**src/hw/keypad_pkg.sv**
```systemverilog
package keypad_pkg;
    // Register pointer values.
    localparam logic [7:0] CFG_ADDR = 8'h01;
    localparam logic [7:0] STAT_ADDR = 8'h02;
    localparam logic [7:0] CNT_ADDR = 8'h03;
    localparam logic [7:0] EVT_ADDR = 8'h04;
    // Configuration bit positions.
    localparam int AUTO_BIT = 7;
    localparam int LOCKGPI_BIT = 6;
    localparam int OVMODE_BIT = 5;
    localparam int INTMODE_BIT = 4;
    localparam int OVIEN_BIT = 3;
    localparam int LKIEN_BIT = 2;
    localparam int GPIEN_BIT = 1;
    localparam int KEYIEN_BIT = 0;
    localparam logic [7:0] CFG_RESET = 8'h00;
    // Status bit positions.
    localparam int COMBO_BIT = 4;
    localparam int OVF_BIT = 3;
    localparam int LOCK_BIT = 2;
    localparam int GPI_BIT = 1;
    localparam int KEY_BIT = 0;
    // Matrix and store geometry.
    localparam int ROWS = 8;
    localparam int COLS = 10;
    localparam int KEYS = ROWS * COLS;
    localparam int DEPTH = 10;
    localparam logic [6:0] COMBO_A = 7'h00;
    localparam logic [6:0] COMBO_B = 7'h0A;
    localparam logic [6:0] COMBO_C = 7'h14;
    localparam logic [7:0] GPI_CODE = 8'h62;
    localparam logic [6:0] DEV_ADDR = 7'h2A;
    // Timing.
    localparam int CLK_MHZ = 100;
    localparam int SCAN_MS = 25;
    localparam int SCAN_CYC = SCAN_MS * 1000 * CLK_MHZ;
    localparam int REARM_US = 50;
    localparam int REARM_CYC = REARM_US * CLK_MHZ;
    localparam logic [3:0] SETTLE_CYC = 4'h4;

    typedef enum logic [2:0] {
        I_IDLE = 3'b000,
        I_ADDR = 3'b001,
        I_PTR  = 3'b010,
        I_WR   = 3'b011,
        I_RD   = 3'b100
    } i2c_st_t;

    typedef struct packed {
        logic       valid;
        logic [7:0] code;
    } event_t;
endpackage : keypad_pkg

```
**src/hw/keypad_event_fifo_control.sv**
```systemverilog
`timescale 1ns/1ps
`default_nettype none
module keypad_event_fifo_control
    import keypad_pkg::*;
#(
    parameter int SCAN_CYCLES  = SCAN_CYC,
    parameter int REARM_CYCLES = REARM_CYC
) (
    input  wire logic            mclk_i,
    input  wire logic            rst_b_i,
    input  wire logic            scl_i,
    input  wire logic            sda_i,
    output logic                 sda_o,
    output logic                 sda_oe_o,
    input  wire logic [ROWS-1:0] row_i,
    output logic      [COLS-1:0] col_o,
    output logic      [COLS-1:0] col_oe_o,
    input  wire logic            general_input_i,
    input  wire logic            keypad_locked_i,
    input  wire logic            lock_start_i,
    output logic                 int_b_o,
    output logic                 int_oe_o
);
    ////////////////////////////////////////////////////////////////////
    logic [7:0]      cfg_ff;
    logic [4:0]      flag_ff;
    logic [31:0]     tick_ff;
    logic            scan_ff;
    logic [3:0]      col_ff;
    logic [3:0]      settle_ff;
    logic            wake_ff;
    logic [KEYS-1:0] cur_ff;
    logic [KEYS-1:0] raw_ff;
    logic [KEYS-1:0] stable_ff;
    logic            walk_ff;
    logic [6:0]      idx_ff;
    logic            gpi_q_ff;
    logic            gpi_pend_ff;
    logic [7:0]      mem_ff [DEPTH];
    logic [3:0]      rd_ff;
    logic [3:0]      wr_ff;
    logic [3:0]      cnt_ff;
    event_t          buf_ff [2];
    logic [31:0]     hold_ff;
    logic            scl_q_ff;
    logic            sda_q_ff;
    i2c_st_t         ist_ff;
    logic [3:0]      bit_ff;
    logic [7:0]      sr_ff;
    logic [7:0]      ptr_ff;
    logic [7:0]      txd_ff;
    logic            rw_ff;
    logic            sda_drv_ff;

    logic       tick;
    logic       key_vld;
    logic       in_vld;
    logic [7:0] in_code;
    logic       in_rdy;
    logic       out_rdy;
    logic       push;
    logic       pop;
    logic       full;
    logic       wr_en;
    logic       rd_en;
    logic       start;
    logic       stop;
    logic       rise;
    logic       fall;
    logic [7:0] rdata;
    logic       combo;

    assign tick = (tick_ff == 32'(SCAN_CYCLES - 1));
    assign full = (cnt_ff == 4'(DEPTH));
    assign combo = stable_ff[COMBO_A] & stable_ff[COMBO_B]
                 & stable_ff[COMBO_C];

    ////////////////////////////////////////////////////////////////////
    // Scan period divider.
    always_ff @(posedge mclk_i or negedge rst_b_i) begin
        if (!rst_b_i) tick_ff <= '0;
        else if (tick) tick_ff <= '0;
        else tick_ff <= tick_ff + 32'h1;
    end

    // Wake on a low row while idle; rescan each period while anything is
    // held so that releases also pass two agreeing scans.
    always_ff @(posedge mclk_i or negedge rst_b_i) begin
        if (!rst_b_i) begin
            scan_ff <= 1'b0;
            col_ff <= '0;
            settle_ff <= '0;
            wake_ff <= 1'b0;
            cur_ff <= '0;
            raw_ff <= '0;
        end else if (!scan_ff) begin
            if (|(~row_i)) wake_ff <= 1'b1;
            if (tick && (wake_ff || |stable_ff || |cur_ff)) begin
                scan_ff <= 1'b1;
                wake_ff <= 1'b0;
                // Keep the finished scan whole, so the next tick compares
                // two complete scans and one scan alone accepts nothing.
                raw_ff <= cur_ff;
                col_ff <= '0;
                settle_ff <= '0;
            end
        end else if (settle_ff != SETTLE_CYC) begin
            settle_ff <= settle_ff + 4'h1;
        end else begin
            for (int r = 0; r < ROWS; r++) begin
                cur_ff[r*COLS + int'(col_ff)] <= ~row_i[r];
            end
            settle_ff <= '0;
            if (col_ff == 4'(COLS - 1)) scan_ff <= 1'b0;
            else col_ff <= col_ff + 4'h1;
        end
    end

    // Idle drives every column low; a scan drives only the current one.
    always_comb begin
        col_o = '0;
        for (int c = 0; c < COLS; c++) begin
            col_oe_o[c] = !scan_ff || (col_ff == 4'(c));
        end
    end

    ////////////////////////////////////////////////////////////////////
    // After a scan whose result matches the one before, walk each key
    // that differs from the accepted state and emit one event per key.
    // The walk stalls on a full buffer, so no change is skipped.
    assign key_vld = walk_ff && (raw_ff[idx_ff] != stable_ff[idx_ff]);
    always_ff @(posedge mclk_i or negedge rst_b_i) begin
        if (!rst_b_i) begin
            walk_ff <= 1'b0;
            idx_ff <= '0;
            stable_ff <= '0;
        end else if (!walk_ff) begin
            if (tick && !scan_ff && raw_ff == cur_ff) begin
                walk_ff <= 1'b1;
                idx_ff <= '0;
            end
        end else if (!key_vld || in_rdy) begin
            if (key_vld) stable_ff[idx_ff] <= raw_ff[idx_ff];
            if (idx_ff == 7'(KEYS - 1)) walk_ff <= 1'b0;
            else idx_ff <= idx_ff + 7'h1;
        end
    end

    // Input edges wait until the key walk leaves the buffer free.
    always_ff @(posedge mclk_i or negedge rst_b_i) begin
        if (!rst_b_i) begin
            gpi_q_ff <= 1'b0;
            gpi_pend_ff <= 1'b0;
        end else begin
            gpi_q_ff <= general_input_i;
            if (general_input_i != gpi_q_ff
                && !(keypad_locked_i && cfg_ff[LOCKGPI_BIT])) begin
                gpi_pend_ff <= 1'b1;
            end else if (!key_vld && in_rdy) begin
                gpi_pend_ff <= 1'b0;
            end
        end
    end

    assign in_vld = key_vld || gpi_pend_ff;
    assign in_code = key_vld ? {raw_ff[idx_ff], 7'(idx_ff + 7'h1)}
                             : GPI_CODE;

    ////////////////////////////////////////////////////////////////////
    // Two-entry buffer; it stalls while the host pops the store.
    assign in_rdy = !buf_ff[1].valid;
    assign out_rdy = !rd_en;
    assign push = buf_ff[0].valid && out_rdy;
    always_ff @(posedge mclk_i or negedge rst_b_i) begin
        if (!rst_b_i) begin
            buf_ff[0] <= '0;
            buf_ff[1] <= '0;
        end else begin
            if (push) begin
                buf_ff[0] <= buf_ff[1];
                buf_ff[1] <= '0;
            end
            if (in_vld && in_rdy) begin
                if (!buf_ff[0].valid || (push && !buf_ff[1].valid))
                    buf_ff[0] <= '{1'b1, in_code};
                else buf_ff[1] <= '{1'b1, in_code};
            end
        end
    end

    ////////////////////////////////////////////////////////////////////
    // Ten-entry event store. Push and pop never share a cycle.
    assign pop = rd_en && (cnt_ff != 4'h0);
    always_ff @(posedge mclk_i or negedge rst_b_i) begin
        if (!rst_b_i) begin
            rd_ff <= '0;
            wr_ff <= '0;
            cnt_ff <= '0;
        end else if (push && (!full || cfg_ff[OVMODE_BIT])) begin
            mem_ff[wr_ff] <= buf_ff[0].code;
            wr_ff <= (wr_ff == 4'(DEPTH - 1)) ? 4'h0 : wr_ff + 4'h1;
            if (full) begin
                rd_ff <= (rd_ff == 4'(DEPTH - 1)) ? 4'h0 : rd_ff + 4'h1;
            end else begin
                cnt_ff <= cnt_ff + 4'h1;
            end
        end else if (pop) begin
            rd_ff <= (rd_ff == 4'(DEPTH - 1)) ? 4'h0 : rd_ff + 4'h1;
            cnt_ff <= cnt_ff - 4'h1;
        end
    end

    ////////////////////////////////////////////////////////////////////
    // Configuration and sticky status. A set in the same cycle as a
    // clear wins; key and input flags stay while the store is not empty.
    always_ff @(posedge mclk_i or negedge rst_b_i) begin
        if (!rst_b_i) begin
            cfg_ff <= CFG_RESET;
            flag_ff <= '0;
            hold_ff <= '0;
        end else begin
            if (hold_ff != 32'h0) hold_ff <= hold_ff - 32'h1;
            if (wr_en && ptr_ff == CFG_ADDR) cfg_ff <= sr_ff;
            if (wr_en && ptr_ff == STAT_ADDR) begin
                flag_ff[4:2] <= flag_ff[4:2] & ~sr_ff[4:2];
                if (cnt_ff == 4'h0) begin
                    flag_ff[1:0] <= flag_ff[1:0] & ~sr_ff[1:0];
                end else if (|(sr_ff[1:0] & flag_ff[1:0])
                             && cfg_ff[INTMODE_BIT]) begin
                    hold_ff <= 32'(REARM_CYCLES);
                end
            end
            if (push && buf_ff[0].code == GPI_CODE && cfg_ff[GPIEN_BIT])
                flag_ff[GPI_BIT] <= 1'b1;
            if (push && buf_ff[0].code != GPI_CODE && cfg_ff[KEYIEN_BIT])
                flag_ff[KEY_BIT] <= 1'b1;
            if (push && full && cfg_ff[OVMODE_BIT] && cfg_ff[OVIEN_BIT])
                flag_ff[OVF_BIT] <= 1'b1;
            if (lock_start_i && cfg_ff[LKIEN_BIT])
                flag_ff[LOCK_BIT] <= 1'b1;
            if (combo && walk_ff) flag_ff[COMBO_BIT] <= 1'b1;
        end
    end

    // Interrupt pin is pulled low by enabling the driver.
    assign int_b_o = 1'b0;
    assign int_oe_o = |flag_ff && (hold_ff == 32'h0);

    ////////////////////////////////////////////////////////////////////
    // Serial register port, sampled on the system clock.
    assign start = scl_i && scl_q_ff && sda_q_ff && !sda_i;
    assign stop = scl_i && scl_q_ff && !sda_q_ff && sda_i;
    assign rise = scl_i && !scl_q_ff;
    assign fall = !scl_i && scl_q_ff;
    assign wr_en = fall && bit_ff == 4'h8 && ist_ff == I_WR;
    assign rd_en = rise && bit_ff == 4'h8 && (ist_ff == I_RD ? !sda_i
                 : (ist_ff == I_ADDR && rw_ff)) && ptr_ff == EVT_ADDR;

    always_comb begin
        unique case (ptr_ff)
            CFG_ADDR: rdata = cfg_ff;
            STAT_ADDR: rdata = {3'h0, flag_ff};
            CNT_ADDR: rdata = {4'h0, cnt_ff};
            EVT_ADDR: rdata = (cnt_ff == 4'h0) ? 8'h00 : mem_ff[rd_ff];
            default: rdata = 8'h00;
        endcase
    end

    always_ff @(posedge mclk_i or negedge rst_b_i) begin
        if (!rst_b_i) begin
            scl_q_ff <= 1'b1;
            sda_q_ff <= 1'b1;
            ist_ff <= I_IDLE;
            bit_ff <= '0;
            sr_ff <= '0;
            ptr_ff <= '0;
            txd_ff <= '0;
            rw_ff <= 1'b0;
            sda_drv_ff <= 1'b0;
        end else begin
            scl_q_ff <= scl_i;
            sda_q_ff <= sda_i;
            if (start) begin
                ist_ff <= I_ADDR;
                bit_ff <= '0;
            end else if (stop) begin
                ist_ff <= I_IDLE;
                sda_drv_ff <= 1'b0;
            end else if (ist_ff != I_IDLE && rise) begin
                if (bit_ff != 4'h8) begin
                    sr_ff <= {sr_ff[6:0], sda_i};
                    bit_ff <= bit_ff + 4'h1;
                end else begin
                    bit_ff <= '0;
                    unique case (ist_ff)
                        I_ADDR: ist_ff <= rw_ff ? I_RD : I_PTR;
                        I_PTR: ist_ff <= I_WR;
                        I_WR: ist_ff <= I_WR;
                        I_RD: if (sda_i) ist_ff <= I_IDLE;
                        default: ist_ff <= I_IDLE;
                    endcase
                    if ((ist_ff == I_ADDR && rw_ff)
                        || (ist_ff == I_RD && !sda_i)) begin
                        txd_ff <= rdata;
                        if (cfg_ff[AUTO_BIT]) ptr_ff <= ptr_ff + 8'h1;
                    end
                end
            end else if (ist_ff != I_IDLE && fall) begin
                if (bit_ff == 4'h8) begin
                    sda_drv_ff <= ist_ff != I_RD
                               && (ist_ff != I_ADDR || sr_ff[7:1] == DEV_ADDR);
                    if (ist_ff == I_ADDR) begin
                        rw_ff <= sr_ff[0];
                        if (sr_ff[7:1] != DEV_ADDR) ist_ff <= I_IDLE;
                    end
                    if (ist_ff == I_PTR) ptr_ff <= sr_ff;
                    if (ist_ff == I_WR && cfg_ff[AUTO_BIT])
                        ptr_ff <= ptr_ff + 8'h1;
                end else if (ist_ff == I_RD) begin
                    sda_drv_ff <= !txd_ff[3'(4'h7 - bit_ff)];
                end else begin
                    sda_drv_ff <= 1'b0;
                end
            end
        end
    end

    assign sda_o = 1'b0;
    assign sda_oe_o = sda_drv_ff;
endmodule : keypad_event_fifo_control
`default_nettype wire

```
**config.mk**
```make
export PLATFORM = sky130hd
export DESIGN_NAME = keypad_event_fifo_control
export DESIGN_NICKNAME = d
export VERILOG_FILES = /design/src/hw/keypad_pkg.sv /design/src/hw/keypad_event_fifo_control.sv
export SDC_FILE = /design/constraint.sdc
export NUM_CORES = 1
export LEC_CHECK = 0
export ABC_AREA = 1
export BUFFER_PORTS_ARGS = -buffer_cell sky130_fd_sc_hd__buf_4
export CAP_MARGIN = 40
export CORE_ASPECT_RATIO = 1.1
export CORE_UTILIZATION = 30
export DETAILED_ROUTE_END_ITERATION = 10
export PLACE_DENSITY = 0.46
export SLEW_MARGIN = 0
export SYNTH_ARGS = -nofsm -noshare
export SYNTH_HDL_FRONTEND = slang
export SYNTH_SLANG_ARGS = --single-unit
```
**constraint.sdc**
```tcl
create_clock -name mclk_i -period 8.5 [get_ports mclk_i]
set_input_delay 0.85 -clock mclk_i [delete_from_list [all_inputs] [get_ports mclk_i]]
set_output_delay 0.85 -clock mclk_i [all_outputs]
set_load 0.02 [all_outputs]
```
After elaboration in Yosys (flattened, before gate mapping) --
Memory sizes are Yosys's and may differ from the RTL's. Cells that the tools add are included.
Storage, ports and cells: output and inout bits 24, RAM bits 80, logic and storage cells 389, flip-flop bits (word level) 402, input bits 15, memories kept 1
Operators by class: add/sub/neg operators 19, order comparisons 19, multiplexer cells 113, bitwise operators 22, reduce and logical (&&, ||, !) cells 133, equal/unequal tests 47
Memories:
- mem_ff | depth 10, bits a word 8, read ports 1, clocked after memory_dff 0, write ports 1, line keypad_event_fifo_control.sv:39 | logic [7:0] mem_ff [DEPTH];
Operator list (number):
- 80-bit bitwise mux | 9
- 32-bit 2-to-1 mux | 5
- 80-bit OR reduction | 2
- 80-bit == test | 1
- 8-bit 2-to-1 mux | 10
- 4-bit 2-to-1 mux | 18
- 1-bit demux with 7-bit select | 8
- 1-bit logical AND | 53
- 1-bit 2-to-1 mux | 37
- 18-bit 2-to-1 mux | 2
- 32-bit by 1-bit adder with 32-bit output, second input constant | 1
- 32-bit by 22-bit == test with 1-bit output, second input constant | 1
- 32-bit logical NOT | 1
- 7-bit by 8-bit < comparator with 1-bit output, second input constant | 4
- 8-bit case mux with 4 select lines | 1
- 2-bit nonzero test | 16
- 32-bit nonzero test | 1
- 32-bit by 1-bit subtractor with 32-bit output, second input constant | 1
- 3-bit 2-to-1 mux | 10
- 7-bit by 1-bit >= comparator with 1-bit output, second input constant | 4
- 7-bit 2-to-1 mux | 4
- 4-bit by 1-bit adder with 4-bit output, second input constant | 6
- 4-bit == test, second input constant | 6
- 6-bit by 4-bit adder with 7-bit output, first input constant | 3
- other kinds (66) | 149

Longest topological paths before layout --
Gate-level depths: netlist (run 1).
word-level depth 12, gate-level depth with buffers 21, gate-level depth less buffers 19

Worst setup path before layout (run 1) --
OpenSTA, ideal clock, no wires.
path type register to register, from reg bit_ff[0], to mem mem_ff[3][0], enable pin, cell stages (with the launch flop) 13, period minus slack after synthesis 2.919 ns, data arrival time 2.535 ns, required time 8.117 ns, path slack 5.581 ns, path buffers 1, library setup time 0.383 ns, path through dfrtp_1 -> clkbuf_1 -> inv_1 -> ha_1 -> nand3_1 -> inv_1 -> nand4_1 -> nand2_1 -> clkinv_1 -> o21ai_2 -> nor2_1 -> inv_1 -> nor3_1
Between the ends: longest elaborated chain between the ends 10
RTL lines:
- from (decl) | line keypad_event_fifo_control.sv:48 | logic [3:0] bit_ff;
- from (signal assigned) | line keypad_event_fifo_control.sv:292 | bit_ff <= bit_ff + 4'h1;
- 4-bit == test | line keypad_event_fifo_control.sv:256 | assign rd_en = rise && bit_ff == 4'h8 && (ist_ff == I_RD ? !sda_i
- 1-bit logical AND (2 in series) | line keypad_event_fifo_control.sv:256
- 1-bit logical AND | line keypad_event_fifo_control.sv:257 | : (ist_ff == I_ADDR && rw_ff)) && ptr_ff == EVT_ADDR;
- 1-bit logical NOT | line keypad_event_fifo_control.sv:172 | assign out_rdy = !rd_en;
- 1-bit logical AND | line keypad_event_fifo_control.sv:173 | assign push = buf_ff[0].valid && out_rdy;
- 1-bit logical AND | line keypad_event_fifo_control.sv:199 | end else if (push && (!full || cfg_ff[OVMODE_BIT])) begin
- 1-bit 2-to-1 mux | line keypad_event_fifo_control.sv:199
- 1-bit logical AND (not written as such) | line keypad_event_fifo_control.sv:200 | mem_ff[wr_ff] <= buf_ff[0].code;
- 1-bit 2-to-1 mux (not written as such) | line keypad_event_fifo_control.sv:200
- to (decl) | line keypad_event_fifo_control.sv:39
Every way passes these cells.

Worst setup path after layout (run 1) --
from reg idx_ff[1], to reg stable_ff[46]
Between the ends: longest elaborated chain between the ends 7, elaborated cells between the ends (all ways) 15, those cells by class 2 x order compare; 1 x eq/ne; 7 x mux; 5 x reduce/logical
RTL lines:
- from (decl) | line keypad_event_fifo_control.sv:36 | logic [6:0] idx_ff;
- from (signal assigned) | line keypad_event_fifo_control.sv:145 | else idx_ff <= idx_ff + 7'h1;
- 1-bit binary-select mux with 7-bit select (on tied branches) | line keypad_event_fifo_control.sv:131, keypad_event_fifo_control.sv:143
- 1-bit 2-to-1 mux (on tied branches) | line keypad_event_fifo_control.sv:131, keypad_event_fifo_control.sv:143
- 1-bit inequality test | line keypad_event_fifo_control.sv:131 | assign key_vld = walk_ff && (raw_ff[idx_ff] != stable_ff[idx_ff]);
- 1-bit logical AND | line keypad_event_fifo_control.sv:131
- 1-bit logical NOT | line keypad_event_fifo_control.sv:142 | end else if (!key_vld || in_rdy) begin
- 1-bit logical OR | line keypad_event_fifo_control.sv:142
- 3-bit AND reduction (no line)
- to (signal, indexed assignment) | line keypad_event_fifo_control.sv:143 | if (key_vld) stable_ff[idx_ff] <= raw_ff[idx_ff];
- to (decl) | line keypad_event_fifo_control.sv:34 | logic [KEYS-1:0] stable_ff;
Several ways; a longest one is shown, not always the timed one. The select of a mux whose other input is x is not followed. A chain may end at the register's enable or synchronous reset.

==> metrics.txt, run 1 <==
Max clock buf depth 3; CP Launch Type flip-flop; site row count 119; clk_skew 0.0743 ns; cells on worst reg2reg path 21; Hold Crit Class input pin to asynchronous set/reset pin; IO Pins 39; max-slew violations 0; sw frac 25.7%; Worst EP required about 9.0 ns; max_slew headroom 33.7%; CTS tree done; EDFF count, synth 80; clock root buffer clkbuf_16; Psw approximately 0.0014 W; post_cts resized 0; # DRC 0; Initial Utilization 30.3%; 1st-iter DRT viols 2,344; r2r startpoint idx_ff[1]$_DFFE_PN0P_; crit end category flip-flop; # setup viols final 0; die width between 200 and 300 um; post-CTS setup repair buffer count 0; WL/cell 19.8 um; clk sinks 482; Comb pwr share ~5.8%; number of diodes 0; register area share after synthesis 43.0%; Initial DRT Pass Iterations 6; largest cells by area after synthesis dfrtp_1 (35%), nand2_1 (16%), edfxtp_1 (8.3%); Inserted Clock Buffers 61; Seq pwr share 44.8%; worst vdd ir 0.165 mV; crit path time final ~4.9 ns; most common cell after layout, fill and taps aside nand2_1; register-to-register setup slack 3.57 ns; Antenna Nets Post-Route 0; Worst Slack Setup Final between 3 and 4 ns; hold_buf cts 0; status finished clean; Post-Route Setup TNS 0 ns; Distinct cells, synth 57; Post-Syn Area per Cell 7.12 um2; FMAX 203 MHz; RR Endpoint stable_ff[46]$_DFFE_PN0P_; max incr delay on CP 0.77 ns; post-synth design cell area 29,000 um2; number of port buffers 26; largest area contributor in the netlist dfrtp_1; post-synthesis register bit count around 480; final period utilization about three fifths; GRT overflow 0; Post-Syn Instances 4,072; Routability Congestion around 0.89; CP max-delay cell nor2_2; Max H-tree Level 2; vias in the first global route 26,936; crit path DAT 5.44 ns; Max-Cap Viols 0; clock latency on the worst-skew pair between 0.6 and 0.7 ns; Core Footprint roughly 96,000 um2; PD cells 169 nW/um2; Min Hold Slack around 0.15 ns; most used cell, CP nand2_1; Setup Crit Path Kind flip-flop to flip-flop; Clk pwr share roughly half; Slew @ Worst Pin 0.994 ns; Total Routed Length 107,000 um; crit-path max FO 58; die area about 98,000 um2; RSZ-0062 raised after global routing false; Power Total 0.00555 W; most frequent cells in the layout nand2_1 (1,208), nor2_1 (488), inv_1 (422); Nets approximately 4,100; Warnings, synthesis 0; layout cells sized above 1 4.84%; antenna violations before repair 0; P&R area growth vs syn 13.2%; P_leak 14.3 nW; placed wire-length estimate 76,100 um; internal power 0.00412 W; Core Util, Final 34.3%; asr flop ratio synth 83.4%; Hold Vio Cnt, Final 0; post-DR vias/cell 5.15; Synth top area share 34.5%; Reg clk slew, reported paths about 0.060 ns; first-pass GRT wire length 165,000 um; DR vias between 20,000 and 30,000; Total GRT Usage a little over a fifth; main flop type after synthesis dfrtp_1; die height ~330 um; CP Cell Sequence buf_4 > clkinv_1 > nor2_2 > nand3_1 > nand2_1 > nor2_1 > nor2_1 > nor2_1 > nand2_1 > nand2_1 > nand2_1 > nor2_1 > nand2_1 > nand3_2 > nor2_4 > buf_4 > buf_4 > buf_12 > nand2_1 > nand2_1 > nand2_1; Setup Slack @ Placement between 3 and 4 ns; pin count of the biggest net entering global routing roughly 160
## layer usage
metal	vias to the layer above	global-route usage, %	share of wire, %
met3	248	2.77	4.9
met5	-	0	0
met1	13198	28.0	44
met2	813	36.1	47
met4	0	10.0	5.0
li1	13469	-	-
## kinds of logic (layout without fill, tap and decap cells)
family | Yosys count | after routing | share of synthesized area (%)
adders and majority gates | 33 | 33 | 1.45
and+or+nand+nor | 2143 | 2143 | 30.3
xor gates and xnor gates | 71 | 71 | 2.14
muxes | 1 | 1 | 0.0345
DFF | 482 | 482 | 43.0
other | 1 | 12 | 0.0129
AOI/OAI and AO/OA | 738 | 738 | 15.0
buffers and inverters | 603 | 629 | 8.12
## metrics by stage
stage | instance area [um2] | cells
finish | 32800 | 5379
global route | 32800 | 5379
CTS | 32800 | 5379
detailed placement | 30700 | 5267
global placement | 30400 | 5249
floorplan | 29000 | 4083
## cells in the mapped netlist (16+ instances only)
cell and number:
nand2_1 1208, nor2_1 490, inv_1 423, dfrtp_1 400
o21ai_0 340, nand3_1 222, a21oi_1 131, clkbuf_1 116
nor3_1 92, edfxtp_1 80, a31oi_1 66, nor4_1 64
xor2_1 56, nand4_1 43, o211ai_1 40, ha_1 32
buf_2 31, o22ai_1 31, o221ai_1 17, o41ai_1 17
a211oi_1 16, clkinv_1 16
## how the worst max path moves through the flow
stage / slack [ns] / from / cells after the start / end
finish: 3.57 / idx_ff[1]$_DFFE_PN0P_ / 21 / stable_ff[46]$_DFFE_PN0P_
global route: 3.11 / idx_ff[1]$_DFFE_PN0P_ / 21 / stable_ff[42]$_DFFE_PN0P_
CTS: 3.54 / idx_ff[1]$_DFFE_PN0P_ / 21 / stable_ff[43]$_DFFE_PN0P_
detailed placement: 3.60 / idx_ff[1]$_DFFE_PN0P_ / 21 / stable_ff[13]$_DFFE_PN0P_
floorplan: 5.58 / bit_ff[0]$_DFFE_PN0P_ / 12 / mem_ff[3][0]$_DFFE_PP_
global placement: 3.54 / idx_ff[1]$_DFFE_PN0P_ / 18 / idx_ff[0]$_DFFE_PN0P_
## flip-flops by register name (all words and copies together), names as in the netlist, 3 cells and up
signal	flops
stable_ff	80
mem_ff	80
rd_ff	4
idx_ff	7
wr_ff	4
cfg_ff	8
ptr_ff	8
raw_ff	80
txd_ff	8
sr_ff	8
hold_ff	32
settle_ff	4
flag_ff	5
cur_ff	80
bit_ff	4
tick_ff	32
cnt_ff	4
ist_ff	3
col_ff	4
buf_ff	18
## power by group through the flow
stage                     sequential [W]  combinational (W)  clock (W)
after floorplan                  0.00250           0.000197          0
after global placement           0.00253           0.000322          0
after detailed placement         0.00253           0.000327          0
after CTS                        0.00249           0.000328    0.00282
after global routing             0.00250           0.000370    0.00291
final                            0.00249           0.000321    0.00275
## critical path, delay by kind of cell (launching register included)
| family | cells | cell delay [ns] |
|---|---|---|
| simple gates | 16 | 2.06 |
| buf+inv | 5 | 2.34 |
| flops | 1 | 0.32 |
## final cells by class
type / count / area, um2
clock buffers: 84 / 1720
multi-input cells: 2998 / 14300
inverters: 441 / 1660
repair buffers: 76 / 749
fillers: 10365 / 62900
clock inverters: 28 / 394
well taps: 1270 / 1590
flip-flops and latches: 482 / 12500
Power figures use the tool's default switching activity.
==> inputs of run 2 (changes only) <==
==> constraint.sdc (replaced) <==
create_clock -name mclk_i -period 5.2 [get_ports mclk_i]
set_input_delay 0.52 -clock mclk_i [delete_from_list [all_inputs] [get_ports mclk_i]]
set_output_delay 0.52 -clock mclk_i [all_outputs]
set_load 0.02 [all_outputs]
==> run 2 against run 1 <==
Effect of this change: clock skew down 0.046 ns; critical path depth decreased by 7; sequential share of layout area up 0.11 points; global-route usage decreased by 0.36 points; non-clock buffer count rose by 9; largest power group unchanged.
==> metrics.txt, run 2 (synthesis results as in run 1) <==
PD cells 268 nW/um2 (+59%); CP Launch Type flip-flop; Worst EP required 5.73 ns (-3.28 ns); # DRC 0 (unchanged); clk sinks 482 (unchanged); Hold Path End flag_ff[2]$_DFFE_PN0P_; RSZ-0062 raised after global routing false; Max clock buf depth 3 (unchanged); hold_buf cts 4 (+4); startpoint of the worst hold path lock_start_i; Slew @ Worst Pin 0.886 ns (-0.108 ns); CTS tree done; Max-Cap Viols 0 (unchanged); P_leak 14.3 nW (-0.19%); register-to-register setup slack 1.20 ns (-2.36 ns); crit path time final 4.00 ns (-0.936 ns); Total GRT Usage 21.4% (-0.36 points); Inserted Clock Buffers 58 (-4.9%); Initial Utilization 30.3% (unchanged); area of the multi-input gates 14,200 um2 (about the same); P&R area growth vs syn 12.9%; Min Hold Slack 0.103 ns (-0.0473 ns); WL/cell 19.5 um (-1.4%); site row count 119 (unchanged); post_cts resized 0 (unchanged); Routability Congestion 0.906 (+1.8%); Power Total 0.00878 W (+58%); Nets 4,114 (+0.15%); # setup viols final 0 (unchanged); cells on worst reg2reg path 14 (-33%); most common cell after layout, fill and taps aside nand2_1; worst vdd ir 0.224 mV (+36%); Layout Cells excl Fill 5,382 (+0.056%); 1st-iter DRT viols 2,272 (-3.1%); placed wire-length estimate 75,300 um (-1.1%); Hold Crit Class input pin to flip-flop; Post-Route Setup TNS 0 ns (unchanged); RR Endpoint cnt_ff[3]$_DFFE_PN0P_; crit path DAT 4.52 ns (-0.92 ns); max-slew violations 0 (unchanged); die height 328 um (unchanged); GRT overflow 0 (unchanged); most frequent cells in the layout nand2_1 (1,208), nor2_1 (488), inv_1 (422); final period utilization 76.8% (+19 points); post-CTS setup repair buffer count 0 (unchanged); max_slew headroom 40.8% (+7.1 points); Reg clk slew, reported paths 0.07 ns (about the same); vias in the first global route 26,363 (-2.1%); hold-critical path depth 3; FMAX 250 MHz (+23%); placed insts 5,272 (+0.095%); pin count of the biggest net entering global routing 161 (+1.9%); IO Pins 39 (unchanged); Max H-tree Level 2 (unchanged); Core Footprint 95,700 um2 (unchanged); die width 298 um (unchanged); Setup Crit Path Kind flip-flop to flip-flop; crit end category flip-flop; die area 97,900 um2 (unchanged); antenna violations before repair 0 (unchanged); Filler cells 10,250 (-1.1%); Worst Slack Setup Final 1.20 ns (-2.36 ns); Hold Vio Cnt, Final 0 (unchanged); crit-path max FO 22 (-62%); clock latency on the worst-skew pair 0.66 ns (-0.03 ns); DR vias 27,432 (-1.1%); Initial DRT Pass Iterations 6 (unchanged); clk_skew 0.0288 ns (-0.0455 ns); Antenna Nets Post-Route 0 (unchanged); status finished clean; layout cells sized above 1 4.77% (-0.075 points); clock root buffer clkbuf_16; number of port buffers 26 (unchanged); CP startpoint bit_ff[0]$_DFFE_PN0P_; r2r startpoint bit_ff[0]$_DFFE_PN0P_; Seq. cell area 12,500 um2 (unchanged); Total Routed Length 105,000 um (-1.4%); Setup Slack @ Placement 1.23 ns (-2.37 ns); first-pass GRT wire length 163,000 um (-1.5%); post-DR vias/cell 5.10 (-1.1%)
## run 2: cell types whose count changed in the layout (fill, tap and decap cells not counted), moves of 2 or more
cell,before,now
clkbuf_16,61,58
buf_12,5,3
buf_16,4,7
clkbuf_8,11,8
nor3_2,2,0
buf_2,0,5
bufinv_16,7,5
clkdlybuf4s15_2,0,2
nor3_1,90,92
inv_6,0,2
dlygate4sd3_1,0,4
## run 2: worst max-delay path by stage
| stage | slack (ns) | endpoint | cells after the start |
|---|---|---|---|
| finish | 1.20 | cnt_ff[3]$_DFFE_PN0P_ | 14 |
| CTS | 1.21 | cnt_ff[3]$_DFFE_PN0P_ | 14 |
| global placement | 1.00 | mem_ff[1][4]$_DFFE_PP_ | 11 |
| floorplan | 2.28 | mem_ff[3][0]$_DFFE_PP_ | 12 |
| global route | 0.83 | buf_ff[4]$_DFF_PN0_ | 19 |
| detailed placement | 1.23 | buf_ff[9]$_DFF_PN0_ | 19 |
## run 2: metal layers
layer | routed length (um) | track usage [%] | vias up
li1 | - | - | 13476
met1 | 46700 | 28.3 | 12991
met2 | 49000 | 35.5 | 763
met3 | 5130 | 2.54 | 202
met4 | 4240 | 8.10 | 0
met5 | 0 | 0 | -
## run 2: report_power, final
group	total [W]	internal [W]	switching, W	leakage [nW]
logic	0.000531	0.000132	0.000400	7.48
clock network	0.00418	0.00242	0.00176	0.939
registers	0.00407	0.00395	0.000120	5.84
total	0.00878	0.00650	0.00228	14.3
## run 2: area by class of cell
type	count	area share [%]
multi-input combinational	2998	43.5
clock buffer	77	4.89
timing repair buffer	85	2.60
clock inverter	28	0.997
sequential	482	38.1
tap	1270	4.85
inverter	441	5.06
antenna	1	0.00764
## run 2: per-stage QoR
stage / utilization [%] / instance area, um2
after detailed placement: 32.1 / 30800
final: 34.2 / 32700
after global routing: 34.2 / 32700
after CTS: 34.2 / 32700
after floorplan: - / 29000
after global placement: 31.8 / 30500
## run 2: critical path, cell delays in order (launching register included)
cell      delay [ns]
dfrtp_1         0.51
inv_1           0.11
ha_1            0.14
nand3_1         0.20
inv_1           0.24
nand4_1         0.21
nand2_1         0.55
clkinv_1        0.54
o21ai_2         0.38
ha_1            0.33
a21o_1          0.15
a21oi_1         0.15
xnor2_1         0.13
nand2_1         0.08
xor2_1          0.16
